**config.mk**
```make
export PLATFORM = sky130hd
export DESIGN_NAME = sebfe_top
export DESIGN_NICKNAME = d
export VERILOG_FILES = /design/src/pkg/sebfe_pkg.sv /design/src/design/sebfe_sync.sv /design/src/design/sebfe_top.sv
export SDC_FILE = /design/constraint.sdc
export NUM_CORES = 1
export LEC_CHECK = 0
export BUFFER_PORTS_ARGS = -buffer_cell sky130_fd_sc_hd__buf_2
export CAP_MARGIN = 20
export CORE_ASPECT_RATIO = 0.7
export CORE_UTILIZATION = 48
export CTS_CLUSTER_SIZE = 14
export DETAILED_ROUTE_END_ITERATION = 16
export PLACE_DENSITY_LB_ADDON = 0.3
export SLEW_MARGIN = 0
export SYNTH_ARGS = -nofsm -noshare
export SYNTH_HDL_FRONTEND = slang
export SYNTH_SLANG_ARGS = --single-unit
```
**constraint.sdc**
```tcl
create_clock -name CORE_CLK_IN -period 5.2 [get_ports CORE_CLK_IN]
set_input_delay 1.04 -clock CORE_CLK_IN [delete_from_list [all_inputs] [get_ports CORE_CLK_IN]]
set_output_delay 1.04 -clock CORE_CLK_IN [all_outputs]
set_load 0.05 [all_outputs]
```
**src/pkg/sebfe_pkg.sv**
```systemverilog
// shared constants for the serial eeprom bus front end
package sebfe_pkg;

    // core clock rate and the programming interval as printed
    localparam int CLK_HZ               = 25_000_000;
    localparam int T_PROGRAM_MS         = 5;
    // longest time: round down, never below one cycle
    localparam int PROGRAM_CYCLES_RAW   = (T_PROGRAM_MS * (CLK_HZ / 1000));
    localparam int PROGRAM_CYCLES       = (PROGRAM_CYCLES_RAW < 1) ? 1 : PROGRAM_CYCLES_RAW;

    // word layout
    localparam int WORD_BITS            = 8;
    localparam int ACK_SLOT             = 8;
    localparam int TYPE_MSB             = 7;
    localparam int TYPE_LSB             = 4;
    localparam int SELECT_MSB           = 3;
    localparam int SELECT_LSB           = 1;
    localparam int DIR_BIT              = 0;

    // arbitrary value, the real device-type code is set at instantiation
    localparam logic [3:0] DEVICE_TYPE_DEFAULT = 4'h5;

    // reset values and the byte index limit
    localparam logic [3:0] BIT_COUNT_RESET = 4'h0;
    localparam logic [7:0] WORD_RESET      = 8'h00;
    localparam logic [7:0] BYTE_INDEX_MAX  = 8'hff;

    // synchroniser bundle positions
    localparam int SYNC_WIDTH           = 6;
    localparam int SYNC_SCL             = 0;
    localparam int SYNC_SDA             = 1;
    localparam int SYNC_WP              = 2;
    localparam int SYNC_SEL_LOW         = 3;
    localparam int SYNC_SEL_MID         = 4;
    localparam int SYNC_SEL_HIGH        = 5;

    typedef enum logic [8:0] {
        SEBFE_IDLE     = 9'h001,
        SEBFE_ADDR     = 9'h002,
        SEBFE_ADDR_ACK = 9'h004,
        SEBFE_RX       = 9'h008,
        SEBFE_RX_ACK   = 9'h010,
        SEBFE_TX       = 9'h020,
        SEBFE_TX_ACK   = 9'h040,
        SEBFE_IGNORE   = 9'h080,
        SEBFE_PROGRAM  = 9'h100
    } sebfe_state_t;

endpackage : sebfe_pkg

```
**src/design/sebfe_sync.sv**
```systemverilog
// two-flop synchroniser for a bundle of asynchronous pins
`timescale 1ns/100ps

module sebfe_sync #(
    parameter int WIDTH = 1
) (
    input  wire logic             clk_in,
    input  wire logic             rst_n_in,
    input  wire logic [WIDTH-1:0] async_in,
    output logic      [WIDTH-1:0] sync_out
);

    logic [WIDTH-1:0] meta_reg;
    logic [WIDTH-1:0] sync_reg;

    generate
        if (WIDTH < 1) begin : g_bad_width
            $error("sebfe_sync: WIDTH must be at least 1");
        end
    endgenerate

    // first stage feeds only the second stage
    always_ff @(posedge clk_in or negedge rst_n_in) begin
        if (!rst_n_in) begin
            meta_reg <= '0;
            sync_reg <= '0;
        end else begin
            meta_reg <= async_in;
            sync_reg <= meta_reg;
        end
    end

    assign sync_out = sync_reg;

endmodule : sebfe_sync

```
**src/design/sebfe_top.sv**
```systemverilog
// target-side front end of a two-wire serial eeprom
`timescale 1ns/100ps

module sebfe_top #(
    parameter int         PROGRAM_CYCLES = sebfe_pkg::PROGRAM_CYCLES,
    parameter logic [3:0] DEVICE_TYPE    = sebfe_pkg::DEVICE_TYPE_DEFAULT
) (
    input  wire logic       CORE_CLK_IN,
    input  wire logic       RST_N_IN,
    input  wire logic       SCL_IN,
    input  wire logic       SDA_IN,
    output logic            SDA_OUT,
    output logic            SDA_OE_OUT,
    input  wire logic       WP_IN,
    input  wire logic       STRAP_SELECT_HIGH_IN,
    input  wire logic       STRAP_SELECT_MID_IN,
    input  wire logic       STRAP_SELECT_LOW_IN,
    input  wire logic [7:0] TX_DATA_IN,
    output logic            TX_LOAD_OUT,
    output logic [7:0]      RX_DATA_OUT,
    output logic            RX_VALID_OUT,
    output logic [7:0]      RX_INDEX_OUT,
    output logic            SELECTED_OUT,
    output logic            READ_MODE_OUT,
    output logic            COMMIT_OUT,
    output logic            BUSY_OUT,
    output logic            STANDBY_OUT
);

    localparam int TW = $clog2(PROGRAM_CYCLES + 1);

    generate
        if (PROGRAM_CYCLES < 1) begin : g_bad_cycles
            $error("sebfe_top: PROGRAM_CYCLES must be at least 1");
        end
    endgenerate

    ////////////////////////////////////////////////////////////////////////////
    // pin synchronisation and bus event detection

    logic [sebfe_pkg::SYNC_WIDTH-1:0] pins_async;
    logic [sebfe_pkg::SYNC_WIDTH-1:0] pins_sync;

    // bus lines stored inverted: a cleared synchroniser then reads as an idle high bus, no false edge
    assign pins_async[sebfe_pkg::SYNC_SCL]      = ~SCL_IN;
    assign pins_async[sebfe_pkg::SYNC_SDA]      = ~SDA_IN;
    assign pins_async[sebfe_pkg::SYNC_WP]       = WP_IN;
    assign pins_async[sebfe_pkg::SYNC_SEL_LOW]  = STRAP_SELECT_LOW_IN;
    assign pins_async[sebfe_pkg::SYNC_SEL_MID]  = STRAP_SELECT_MID_IN;
    assign pins_async[sebfe_pkg::SYNC_SEL_HIGH] = STRAP_SELECT_HIGH_IN;

    sebfe_sync #(
        .WIDTH (sebfe_pkg::SYNC_WIDTH)
    ) u_sync (
        .clk_in   (CORE_CLK_IN),
        .rst_n_in (RST_N_IN),
        .async_in (pins_async),
        .sync_out (pins_sync)
    );

    logic       scl_s;
    logic       sda_s;
    logic       wp_s;
    logic [2:0] strap_s;

    assign scl_s   = ~pins_sync[sebfe_pkg::SYNC_SCL];
    assign sda_s   = ~pins_sync[sebfe_pkg::SYNC_SDA];
    assign wp_s    = pins_sync[sebfe_pkg::SYNC_WP];
    // a floating strap is pulled down at the pad, so it arrives here as 0
    assign strap_s = {pins_sync[sebfe_pkg::SYNC_SEL_HIGH],
                      pins_sync[sebfe_pkg::SYNC_SEL_MID],
                      pins_sync[sebfe_pkg::SYNC_SEL_LOW]};

    logic scl_q_reg;
    logic sda_q_reg;

    always_ff @(posedge CORE_CLK_IN or negedge RST_N_IN) begin
        if (!RST_N_IN) begin
            scl_q_reg <= 1'b1;
            sda_q_reg <= 1'b1;
        end else begin
            scl_q_reg <= scl_s;
            sda_q_reg <= sda_s;
        end
    end

    logic scl_rise;
    logic scl_fall;
    logic bus_start;
    logic bus_stop;

    assign scl_rise  = scl_s & ~scl_q_reg;
    assign scl_fall  = ~scl_s & scl_q_reg;
    // data moving while the clock stays high is framing, never data
    assign bus_start = scl_s & scl_q_reg & sda_q_reg & ~sda_s;
    assign bus_stop  = scl_s & scl_q_reg & ~sda_q_reg & sda_s;

    ////////////////////////////////////////////////////////////////////////////
    // address decode

    function automatic logic addr_match(input logic [7:0] word,
                                        input logic [2:0] straps,
                                        input logic [3:0] dev_type);
        logic type_ok;
        logic sel_ok;
        type_ok = (word[sebfe_pkg::TYPE_MSB:sebfe_pkg::TYPE_LSB] == dev_type);
        sel_ok  = (word[sebfe_pkg::SELECT_MSB:sebfe_pkg::SELECT_LSB] == straps);
        return type_ok & sel_ok;
    endfunction : addr_match

    function automatic logic [3:0] bit_inc(input logic [3:0] count);
        return (count == 4'(sebfe_pkg::ACK_SLOT)) ? count : 4'(count + 4'h1);
    endfunction : bit_inc

    ////////////////////////////////////////////////////////////////////////////
    // protocol state

    sebfe_pkg::sebfe_state_t state_reg;
    sebfe_pkg::sebfe_state_t state_next;
    logic [3:0]              bit_cnt_reg;
    logic [3:0]              bit_cnt_next;
    logic [7:0]              shift_reg;
    logic [7:0]              shift_next;
    logic [7:0]              tx_shift_reg;
    logic [7:0]              tx_shift_next;
    logic [7:0]              rx_data_reg;
    logic [7:0]              rx_data_next;
    logic [7:0]              rx_index_reg;
    logic [7:0]              rx_index_next;
    logic                    drive_low_reg;
    logic                    drive_low_next;
    logic                    read_reg;
    logic                    read_next;
    logic                    data_seen_reg;
    logic                    data_seen_next;
    logic                    host_ack_reg;
    logic                    host_ack_next;
    logic                    rx_valid_reg;
    logic                    rx_valid_next;
    logic                    tx_load_reg;
    logic                    tx_load_next;
    logic                    commit_reg;
    logic                    commit_next;
    logic [TW-1:0]           prog_cnt_reg;
    logic [TW-1:0]           prog_cnt_next;

    always_comb begin
        state_next     = state_reg;
        bit_cnt_next   = bit_cnt_reg;
        shift_next     = shift_reg;
        tx_shift_next  = tx_shift_reg;
        rx_data_next   = rx_data_reg;
        rx_index_next  = rx_index_reg;
        drive_low_next = drive_low_reg;
        read_next      = read_reg;
        data_seen_next = data_seen_reg;
        host_ack_next  = host_ack_reg;
        rx_valid_next  = 1'b0;
        tx_load_next   = 1'b0;
        commit_next    = 1'b0;
        prog_cnt_next  = prog_cnt_reg;

        if (state_reg == sebfe_pkg::SEBFE_PROGRAM) begin
            // bus is deaf while the array programs
            drive_low_next = 1'b0;
            if (prog_cnt_reg == '0) begin
                state_next = sebfe_pkg::SEBFE_IDLE;
            end else begin
                prog_cnt_next = TW'(prog_cnt_reg - 1'b1);
            end
        end else if (bus_start) begin
            // also the exit path of the recovery sequence
            state_next     = sebfe_pkg::SEBFE_ADDR;
            bit_cnt_next   = sebfe_pkg::BIT_COUNT_RESET;
            drive_low_next = 1'b0;
            data_seen_next = 1'b0;
            read_next      = 1'b0;
            rx_index_next  = sebfe_pkg::WORD_RESET;
        end else if (bus_stop) begin
            drive_low_next = 1'b0;
            if ((state_reg == sebfe_pkg::SEBFE_RX || state_reg == sebfe_pkg::SEBFE_RX_ACK)
                && data_seen_reg && !wp_s) begin
                state_next    = sebfe_pkg::SEBFE_PROGRAM;
                prog_cnt_next = TW'(PROGRAM_CYCLES - 1);
                commit_next   = 1'b1;
            end else begin
                // read end, protected write end or stray stop
                state_next = sebfe_pkg::SEBFE_IDLE;
            end
        end else begin
            unique case (state_reg)
                sebfe_pkg::SEBFE_IDLE,
                sebfe_pkg::SEBFE_IGNORE: begin
                    drive_low_next = 1'b0;
                end
                sebfe_pkg::SEBFE_ADDR: begin
                    if (scl_rise) begin
                        shift_next   = {shift_reg[6:0], sda_s};
                        bit_cnt_next = bit_inc(bit_cnt_reg);
                    end else if (scl_fall && bit_cnt_reg == 4'(sebfe_pkg::ACK_SLOT)) begin
                        bit_cnt_next = sebfe_pkg::BIT_COUNT_RESET;
                        if (addr_match(shift_reg, strap_s, DEVICE_TYPE)) begin
                            state_next     = sebfe_pkg::SEBFE_ADDR_ACK;
                            drive_low_next = 1'b1;
                            read_next      = shift_reg[sebfe_pkg::DIR_BIT];
                        end else begin
                            state_next     = sebfe_pkg::SEBFE_IGNORE;
                            drive_low_next = 1'b0;
                        end
                    end
                end
                sebfe_pkg::SEBFE_ADDR_ACK: begin
                    if (scl_fall) begin
                        bit_cnt_next = sebfe_pkg::BIT_COUNT_RESET;
                        if (read_reg) begin
                            state_next     = sebfe_pkg::SEBFE_TX;
                            tx_shift_next  = TX_DATA_IN;
                            tx_load_next   = 1'b1;
                            drive_low_next = ~TX_DATA_IN[7];
                        end else begin
                            state_next     = sebfe_pkg::SEBFE_RX;
                            drive_low_next = 1'b0;
                        end
                    end
                end
                sebfe_pkg::SEBFE_RX: begin
                    if (scl_rise) begin
                        shift_next   = {shift_reg[6:0], sda_s};
                        bit_cnt_next = bit_inc(bit_cnt_reg);
                    end else if (scl_fall && bit_cnt_reg == 4'(sebfe_pkg::ACK_SLOT)) begin
                        // word is acknowledged even when protected; only the commit is refused
                        state_next     = sebfe_pkg::SEBFE_RX_ACK;
                        bit_cnt_next   = sebfe_pkg::BIT_COUNT_RESET;
                        drive_low_next = 1'b1;
                        rx_data_next   = shift_reg;
                        rx_valid_next  = 1'b1;
                        data_seen_next = 1'b1;
                    end
                end
                sebfe_pkg::SEBFE_RX_ACK: begin
                    if (scl_fall) begin
                        state_next     = sebfe_pkg::SEBFE_RX;
                        drive_low_next = 1'b0;
                        if (rx_index_reg != sebfe_pkg::BYTE_INDEX_MAX) begin
                            rx_index_next = 8'(rx_index_reg + 8'h01);
                        end
                    end
                end
                sebfe_pkg::SEBFE_TX: begin
                    if (scl_rise) begin
                        bit_cnt_next = bit_inc(bit_cnt_reg);
                    end else if (scl_fall) begin
                        if (bit_cnt_reg == 4'(sebfe_pkg::ACK_SLOT)) begin
                            // the controller owns the ninth clock
                            state_next     = sebfe_pkg::SEBFE_TX_ACK;
                            drive_low_next = 1'b0;
                            host_ack_next  = 1'b0;
                        end else begin
                            tx_shift_next  = {tx_shift_reg[6:0], 1'b0};
                            drive_low_next = ~tx_shift_reg[6];
                        end
                    end
                end
                sebfe_pkg::SEBFE_TX_ACK: begin
                    if (scl_rise) begin
                        if (sda_s) begin
                            // no acknowledge: wait for the stop
                            state_next = sebfe_pkg::SEBFE_IGNORE;
                        end else begin
                            host_ack_next = 1'b1;
                        end
                    end else if (scl_fall && host_ack_reg) begin
                        state_next     = sebfe_pkg::SEBFE_TX;
                        bit_cnt_next   = sebfe_pkg::BIT_COUNT_RESET;
                        tx_shift_next  = TX_DATA_IN;
                        tx_load_next   = 1'b1;
                        drive_low_next = ~TX_DATA_IN[7];
                    end
                end
                default: begin
                    state_next     = sebfe_pkg::SEBFE_IDLE;
                    drive_low_next = 1'b0;
                end
            endcase
        end
    end

    always_ff @(posedge CORE_CLK_IN or negedge RST_N_IN) begin
        if (!RST_N_IN) begin
            state_reg     <= sebfe_pkg::SEBFE_IDLE;
            bit_cnt_reg   <= sebfe_pkg::BIT_COUNT_RESET;
            shift_reg     <= sebfe_pkg::WORD_RESET;
            tx_shift_reg  <= sebfe_pkg::WORD_RESET;
            rx_data_reg   <= sebfe_pkg::WORD_RESET;
            rx_index_reg  <= sebfe_pkg::WORD_RESET;
            drive_low_reg <= 1'b0;
            read_reg      <= 1'b0;
            data_seen_reg <= 1'b0;
            host_ack_reg  <= 1'b0;
            rx_valid_reg  <= 1'b0;
            tx_load_reg   <= 1'b0;
            commit_reg    <= 1'b0;
            prog_cnt_reg  <= '0;
        end else begin
            state_reg     <= state_next;
            bit_cnt_reg   <= bit_cnt_next;
            shift_reg     <= shift_next;
            tx_shift_reg  <= tx_shift_next;
            rx_data_reg   <= rx_data_next;
            rx_index_reg  <= rx_index_next;
            drive_low_reg <= drive_low_next;
            read_reg      <= read_next;
            data_seen_reg <= data_seen_next;
            host_ack_reg  <= host_ack_next;
            rx_valid_reg  <= rx_valid_next;
            tx_load_reg   <= tx_load_next;
            commit_reg    <= commit_next;
            prog_cnt_reg  <= prog_cnt_next;
        end
    end

    ////////////////////////////////////////////////////////////////////////////
    // outputs

    // open drain: the pin only ever pulls low
    assign SDA_OUT       = 1'b0;
    assign SDA_OE_OUT    = drive_low_reg;
    assign TX_LOAD_OUT   = tx_load_reg;
    assign RX_DATA_OUT   = rx_data_reg;
    assign RX_VALID_OUT  = rx_valid_reg;
    assign RX_INDEX_OUT  = rx_index_reg;
    assign SELECTED_OUT  = (state_reg == sebfe_pkg::SEBFE_ADDR_ACK) || (state_reg == sebfe_pkg::SEBFE_RX)
                           || (state_reg == sebfe_pkg::SEBFE_RX_ACK) || (state_reg == sebfe_pkg::SEBFE_TX)
                           || (state_reg == sebfe_pkg::SEBFE_TX_ACK);
    assign READ_MODE_OUT = read_reg;
    // gated by protect at the stop, so a protected write never reaches the array
    assign COMMIT_OUT    = commit_reg;
    assign BUSY_OUT      = (state_reg == sebfe_pkg::SEBFE_PROGRAM);
    assign STANDBY_OUT   = (state_reg == sebfe_pkg::SEBFE_IDLE) || (state_reg == sebfe_pkg::SEBFE_IGNORE);

endmodule : sebfe_top

```
* After elaboration in Yosys (flattened, before gate mapping) *
Cells that the tools add are included.

operators by class
  add/sub/neg operators = 3
  equality and inequality tests = 47
  mux-type cells = 98
  bitwise logic cells = 20
  reductions and logical operators = 37

operators by type and width
  operator               count
  $mux 9                 17
  $mux 17                5
  $pmux 9 s7             1
  $ne 5x5->1 const B     11
  $mux 7                 7
  $mux 8                 6
  $mux 1                 47
  $mux 4                 9
  $ne 2x2->1 const B     12
  $pmux 7 s3             1
  $reduce_bool 2->1      10
  $logic_not 17->1       1
  $sub 17x1->17 const B  1
  $pmux 4 s4             1
  $reduce_and 5->1       3
  $reduce_and 13->1      1
  $ne 3x3->1 const B     4
  $ne 6x6->1 const B     2
  $not 1->1              12
  $reduce_and 6->1       2
  $reduce_and 11->1      1
  $reduce_and 10->1      1
  $eq 9x1->1 const B     1
  $eq 9x2->1 const B     1
  other kinds (29)       48

word-level totals
  bits in registers = 82
  output and inout bits = 25
  logic and storage cells = 223

* Depth between registers and ports, before layout *
  depth in word-level cells = 9
  mapped depth = 9
  depth with buffers taken out = 8

* By module *
Synthesis repeated with hierarchy kept, for this count alone.

unflattened totals
  cells, all modules = 393
  area total of the unflattened synthesis = 4112.7 um^2

modules (own cells, without submodules)
  module      times used  cells an instance  area an instance (um^2)  sequential area each (um^2)
  sebfe_top   1           381                3812.4                   1755.4
  sebfe_sync  1           12                 300.3                    300.3

* Worst setup path before layout *
OpenSTA, ideal clock, no wires.

  path type = reg-to-output
  start point = register state_reg[3]
  end point = output STANDBY_OUT
  data arrival time = 2530 ps
  data required time = 4160 ps
  path slack = 1630 ps
  stages on the path, launching flop included = 4
  cells stage by stage = dfrtp_1 -> buf_2 -> or3_1 -> nor4_1

on the way
  word-level cells in the longest chain between the ends = 2
  elaborated cells on any way between the ends = 3
  those cells by class = 2 x eq/ne; 1 x reduce/logical

ends and longest elaborated chain
  item                                      line              source
  start, declared                           sebfe_top.sv:118  sebfe_pkg::sebfe_state_t state_reg;
  start signal, assigned                    sebfe_top.sv:290  state_reg <= sebfe_pkg::SEBFE_IDLE;
  start signal, assigned                    sebfe_top.sv:305  state_reg <= state_next;
  $eq 9x1->1 or $eq 9x8->1 (tied branches)  sebfe_top.sv:339  assign STANDBY_OUT = (state_reg == sebfe_pkg::SEBFE_IDLE) || (state_reg == sebfe_pkg::SEBFE_IGNORE);
  $logic_or 1x1->1 (*)                      sebfe_top.sv:339
  end, declared                             sebfe_top.sv:27   output logic STANDBY_OUT

Mark *: on every way between the ends. The rest lies on a longest branch, timed or not.

* Worst setup path in the final report *
  start point = register state_reg[2]
  end point = output STANDBY_OUT

The elaborated chain is that of the path after synthesis.

==> results by group <==
Status
  – Run status: finished clean

Layout
  – Post-route insts no fill: 564
  – Final cell area excluding filler cells: approximately 4800 sq um
  – Number of flip-flops under the largest register name: 17
  – Number of fill cells in the layout: 752
  – Number of antenna repair diodes: 0
  – Core utilization of the finished layout: 0.569
  – Net count, final: 460
  – Share of final-layout standard cells stronger than drive strength 1: 0.236
  – Synth-to-layout area growth: 14.3%

Global route
  – Overall Global Routing Usage: 0.231
  – Wire length of the first global-routing pass: 15700 microns
  – Vias in the first global route: 2929
  – Initial antenna violation count: 0
  – Remaining global-route overflow: 0
  – Largest net degree at the start of global routing: between 80 and 90

Clock tree
  – Clock transition at the registers of the reported paths: 0.06 ns
  – Hold buffer count at cts: 0
  – Gates resized, CTS repair: 0
  – Number of buffers inserted during clock tree synthesis: 9
  – Clock tree from TritonCTS: built
  – Clk root buf: sky130_fd_sc_hd__clkbuf_16
  – Number of buffers inserted to repair setup after CTS: 0
  – Maximum root-to-sink buffer count: 2
  – Number of H-tree levels: 3
  – Insertion delay of the later-clocked pin in the worst-skew pair: 0.35 ns
  – Sink Count: 82

Min path
  – Worst hold path type: flip-flop to flip-flop
  – Source of the worst hold timing path: u_sync.meta_reg[5]

Detailed routing
  – Count of antenna-violating nets left after detailed routing: 0
  – Iter 0 DRT Violations: 229
  – Routed length per placed instance: 17.5 microns
  – Residual DRC count: 0
  – Total vias in the final route: 3258
  – Routed wire length: 9900 microns
  – Vias per cell: 5.78
  – Total iterations of the first detailed-routing run: 5

STA
  – Setup repair after global routing missed its margin: false
  – Max-slew headroom: 0.398
  – Worst hold-check slack: 0.345 ns
  – Minimum period implied by the final worst setup slack: approximately 3.5 ns
  – Clock Skew: 0.00904 ns
  – Final number of hold-violating endpoints: 0
  – Number of endpoints failing setup at the final stage: 0
  – Least-Margin Pin Slew: 0.898 ns
  – Period Utilization, post-route: 0.665
  – Setup TNS: 0 ns
  – Timing-limited maximum frequency: 289 MHz
  – Max-slew violation total from the final report: 0

Critical path
  – Critical path origin: state_reg[2]
  – WS Path Type: flip-flop to primary output
  – Crit path DAT: 2.42 ns
  – Kind of end point of the critical path: primary output
  – Peak fanout along the critical path: 23
  – Origin of the critical flop-to-flop path: state_reg[2]
  – Startpoint type of the worst setup path: flip-flop
  – Critical path data required time: 4.16 ns

Logic synthesis
  – Most used flip-flop cell after synthesis: sky130_fd_sc_hd__dfrtp_1
  – Area leader, netlist: sky130_fd_sc_hd__dfrtp_1
  – Post-synthesis sequential area ratio: 0.485
  – Library cells used by synthesis: between 60 and 70
  – Dominant combinational cell family by area after synthesis: simple AND/OR/NAND/NOR gates
  – Biggest area contributors in the synthesized netlist: sky130_fd_sc_hd__dfrtp_1, sky130_fd_sc_hd__mux2_2, sky130_fd_sc_hd__xor2_1, sky130_fd_sc_hd__nor2_1, sky130_fd_sc_hd__nand2_1
  – Mux cell area share after synthesis: 0.0895
  – Top-count cell post-synth: sky130_fd_sc_hd__dfrtp_1
  – Synth top area share: 0.466
  – Net count of the mapped netlist: 425
  – Ranking of synthesized cells by instance count: sky130_fd_sc_hd__dfrtp_1, sky130_fd_sc_hd__nor2_1, sky130_fd_sc_hd__nand2_1
  – Yosys warning total: 0
  – Parity-gate share of the synthesized area counting xor and xnor cells: 0.0517
  – Mapped Area: between 4000 and 5000 sq um
  – Area fraction in compound gates after synthesis: 0.101
  – Fraction of the mapped netlist area in simple logic gates: 0.224
  – Post-Syn Area per Cell: around 10 sq um
  – Adder-cell share of the synthesized area: 0.0171
  – Flop and latch count out of synthesis: 82
  – Proportion of synthesized flip-flops having asynchronous set or reset: 1.00
  – Post-Synthesis Cells: 404
  – Number of synthesized flops with an enable pin: 0

Floorplan
  – Cell row count: 28
  – Width of the die: 114 microns
  – Height of the chip: 80.6 microns
  – Area of the core: 8510 sq um
  – I/O pin count: 41
  – Initial Utilization: 0.498
  – Area enclosed by the die boundary: 9210 sq um

Power
  – Portion of total power attributed to the clock network: 0.454
  – Int Power: 0.00113 W
  – Total leakage power: around 2.3 nW
  – Logic pwr share: 0.098
  – Highest ir drop seen on vdd: 0.000195 V
  – Switching power: 0.000372 W
  – Areal power density over the cells: 309 nW/um^2
  – Fraction of power spent switching nets: 0.248
  – Power share of the sequential group: 0.449

Placement
  – Placed Cells: between 500 and 600
  – Count of input and output buffers: 39
  – Cell area after placement: 4510 sq um
  – HPWL after detailed placement: 6980 microns
  – Gpl congestion: 0.985

Flow run
  – Max-capacitance violation count: 0
## placed cells by master (no fill, tap or decap), drive strengths merged, types with 6 or more instances in the layout
| master | synthesis | layout |
|---|---|---|
| dfrtp | 79 | 79 |
| buf | 8 | 40 |
| nor2 | 39 | 39 |
| nand2 | 33 | 33 |
| mux2 | 31 | 31 |
| nand3 | 20 | 20 |
| xor2 | 18 | 18 |
| o21ai | 16 | 16 |
| inv | 14 | 15 |
| a21oi | 11 | 11 |
| nor4 | 11 | 11 |
| clkbuf | 8 | 10 |
| and3 | 9 | 9 |
| nor3 | 9 | 9 |
| or3 | 8 | 8 |
| xnor2 | 7 | 7 |
| nand4 | 6 | 6 |
| or4 | 6 | 6 |
## worst max-delay path, cell delays in order, from the launching register on
cell and delay, ns:
sky130_fd_sc_hd__dfrtp_1 0.64, sky130_fd_sc_hd__or3_1 0.53, sky130_fd_sc_hd__nor4_1 0.53, sky130_fd_sc_hd__buf_2 0.37
## stage by stage
| step | total power [W] | worst slack, ns |
|---|---|---|
| 2_1_floorplan | 0.000776 | 1.63 |
| 3_3_place_gp | 0.000827 | 2.12 |
| 3_5_place_dp | 0.000825 | 2.08 |
| 4_1_cts | 0.00151 | 1.76 |
| 5_1_grt | 0.00154 | 1.63 |
| 6_report | 0.00150 | 1.74 |
## path summary, 6_finish.rpt
check	end	slack (ns)	cells past startpoint
worst max-delay path	STANDBY_OUT	1.74	3
worst min-delay path	u_sync.sync_out[5]	0.35	0
worst max register to register	bit_cnt_reg[2]	2.02	6
worst min register to register	u_sync.sync_out[5]	0.35	0
max in group asynchronous	scl_q_reg	3.88	2
min in group asynchronous	TX_LOAD_OUT	0.66	1
## metal layers
metal | share of wire | vias up | track usage
met2 | 0.40 | 145 | 0.308
met3 | 0.10 | 16 | 0.0694
met1 | 0.48 | 1561 | 0.346
met5 | 0 | - | 0
li1 | - | 1536 | -
met4 | 0.014 | 0 | 0.0818
## cell type report
cell class	instances	area (sq um)	share of cell area
Tap cell	120	150	0.0310
Inverter	14	52.6	0.0108
Multi-Input combinational cell	292	2050	0.423
Timing Repair Buffer	40	218	0.0449
Clock inverter	6	91.3	0.0188
Clock buffer	10	229	0.0473
Sequential cell	82	2060	0.424
## logic make-up (layout without fill, tap and decap cells)
family / count (synthesis) / in the layout
other: 1 / 1
and+or+nand+nor: 165 / 165
adders and majority gates: 6 / 6
AOI/OAI and AO/OA: 61 / 61
DFF: 82 / 82
xor gates and xnor gates: 25 / 25
buffers and inverters: 30 / 70
muxes: 34 / 34
## power groups by stage
stage,Clock [W],Sequential (W),Combinational [W]
after global placement,0,0.000683,0.000144
after CTS,0.000693,0.000672,0.000143
after global routing,0.000711,0.000675,0.000158
after floorplan,0,0.000674,0.000102
final,0.000680,0.000673,0.000146
after detailed placement,0,0.000684,0.000141
(Power assumes the default switching activity.)
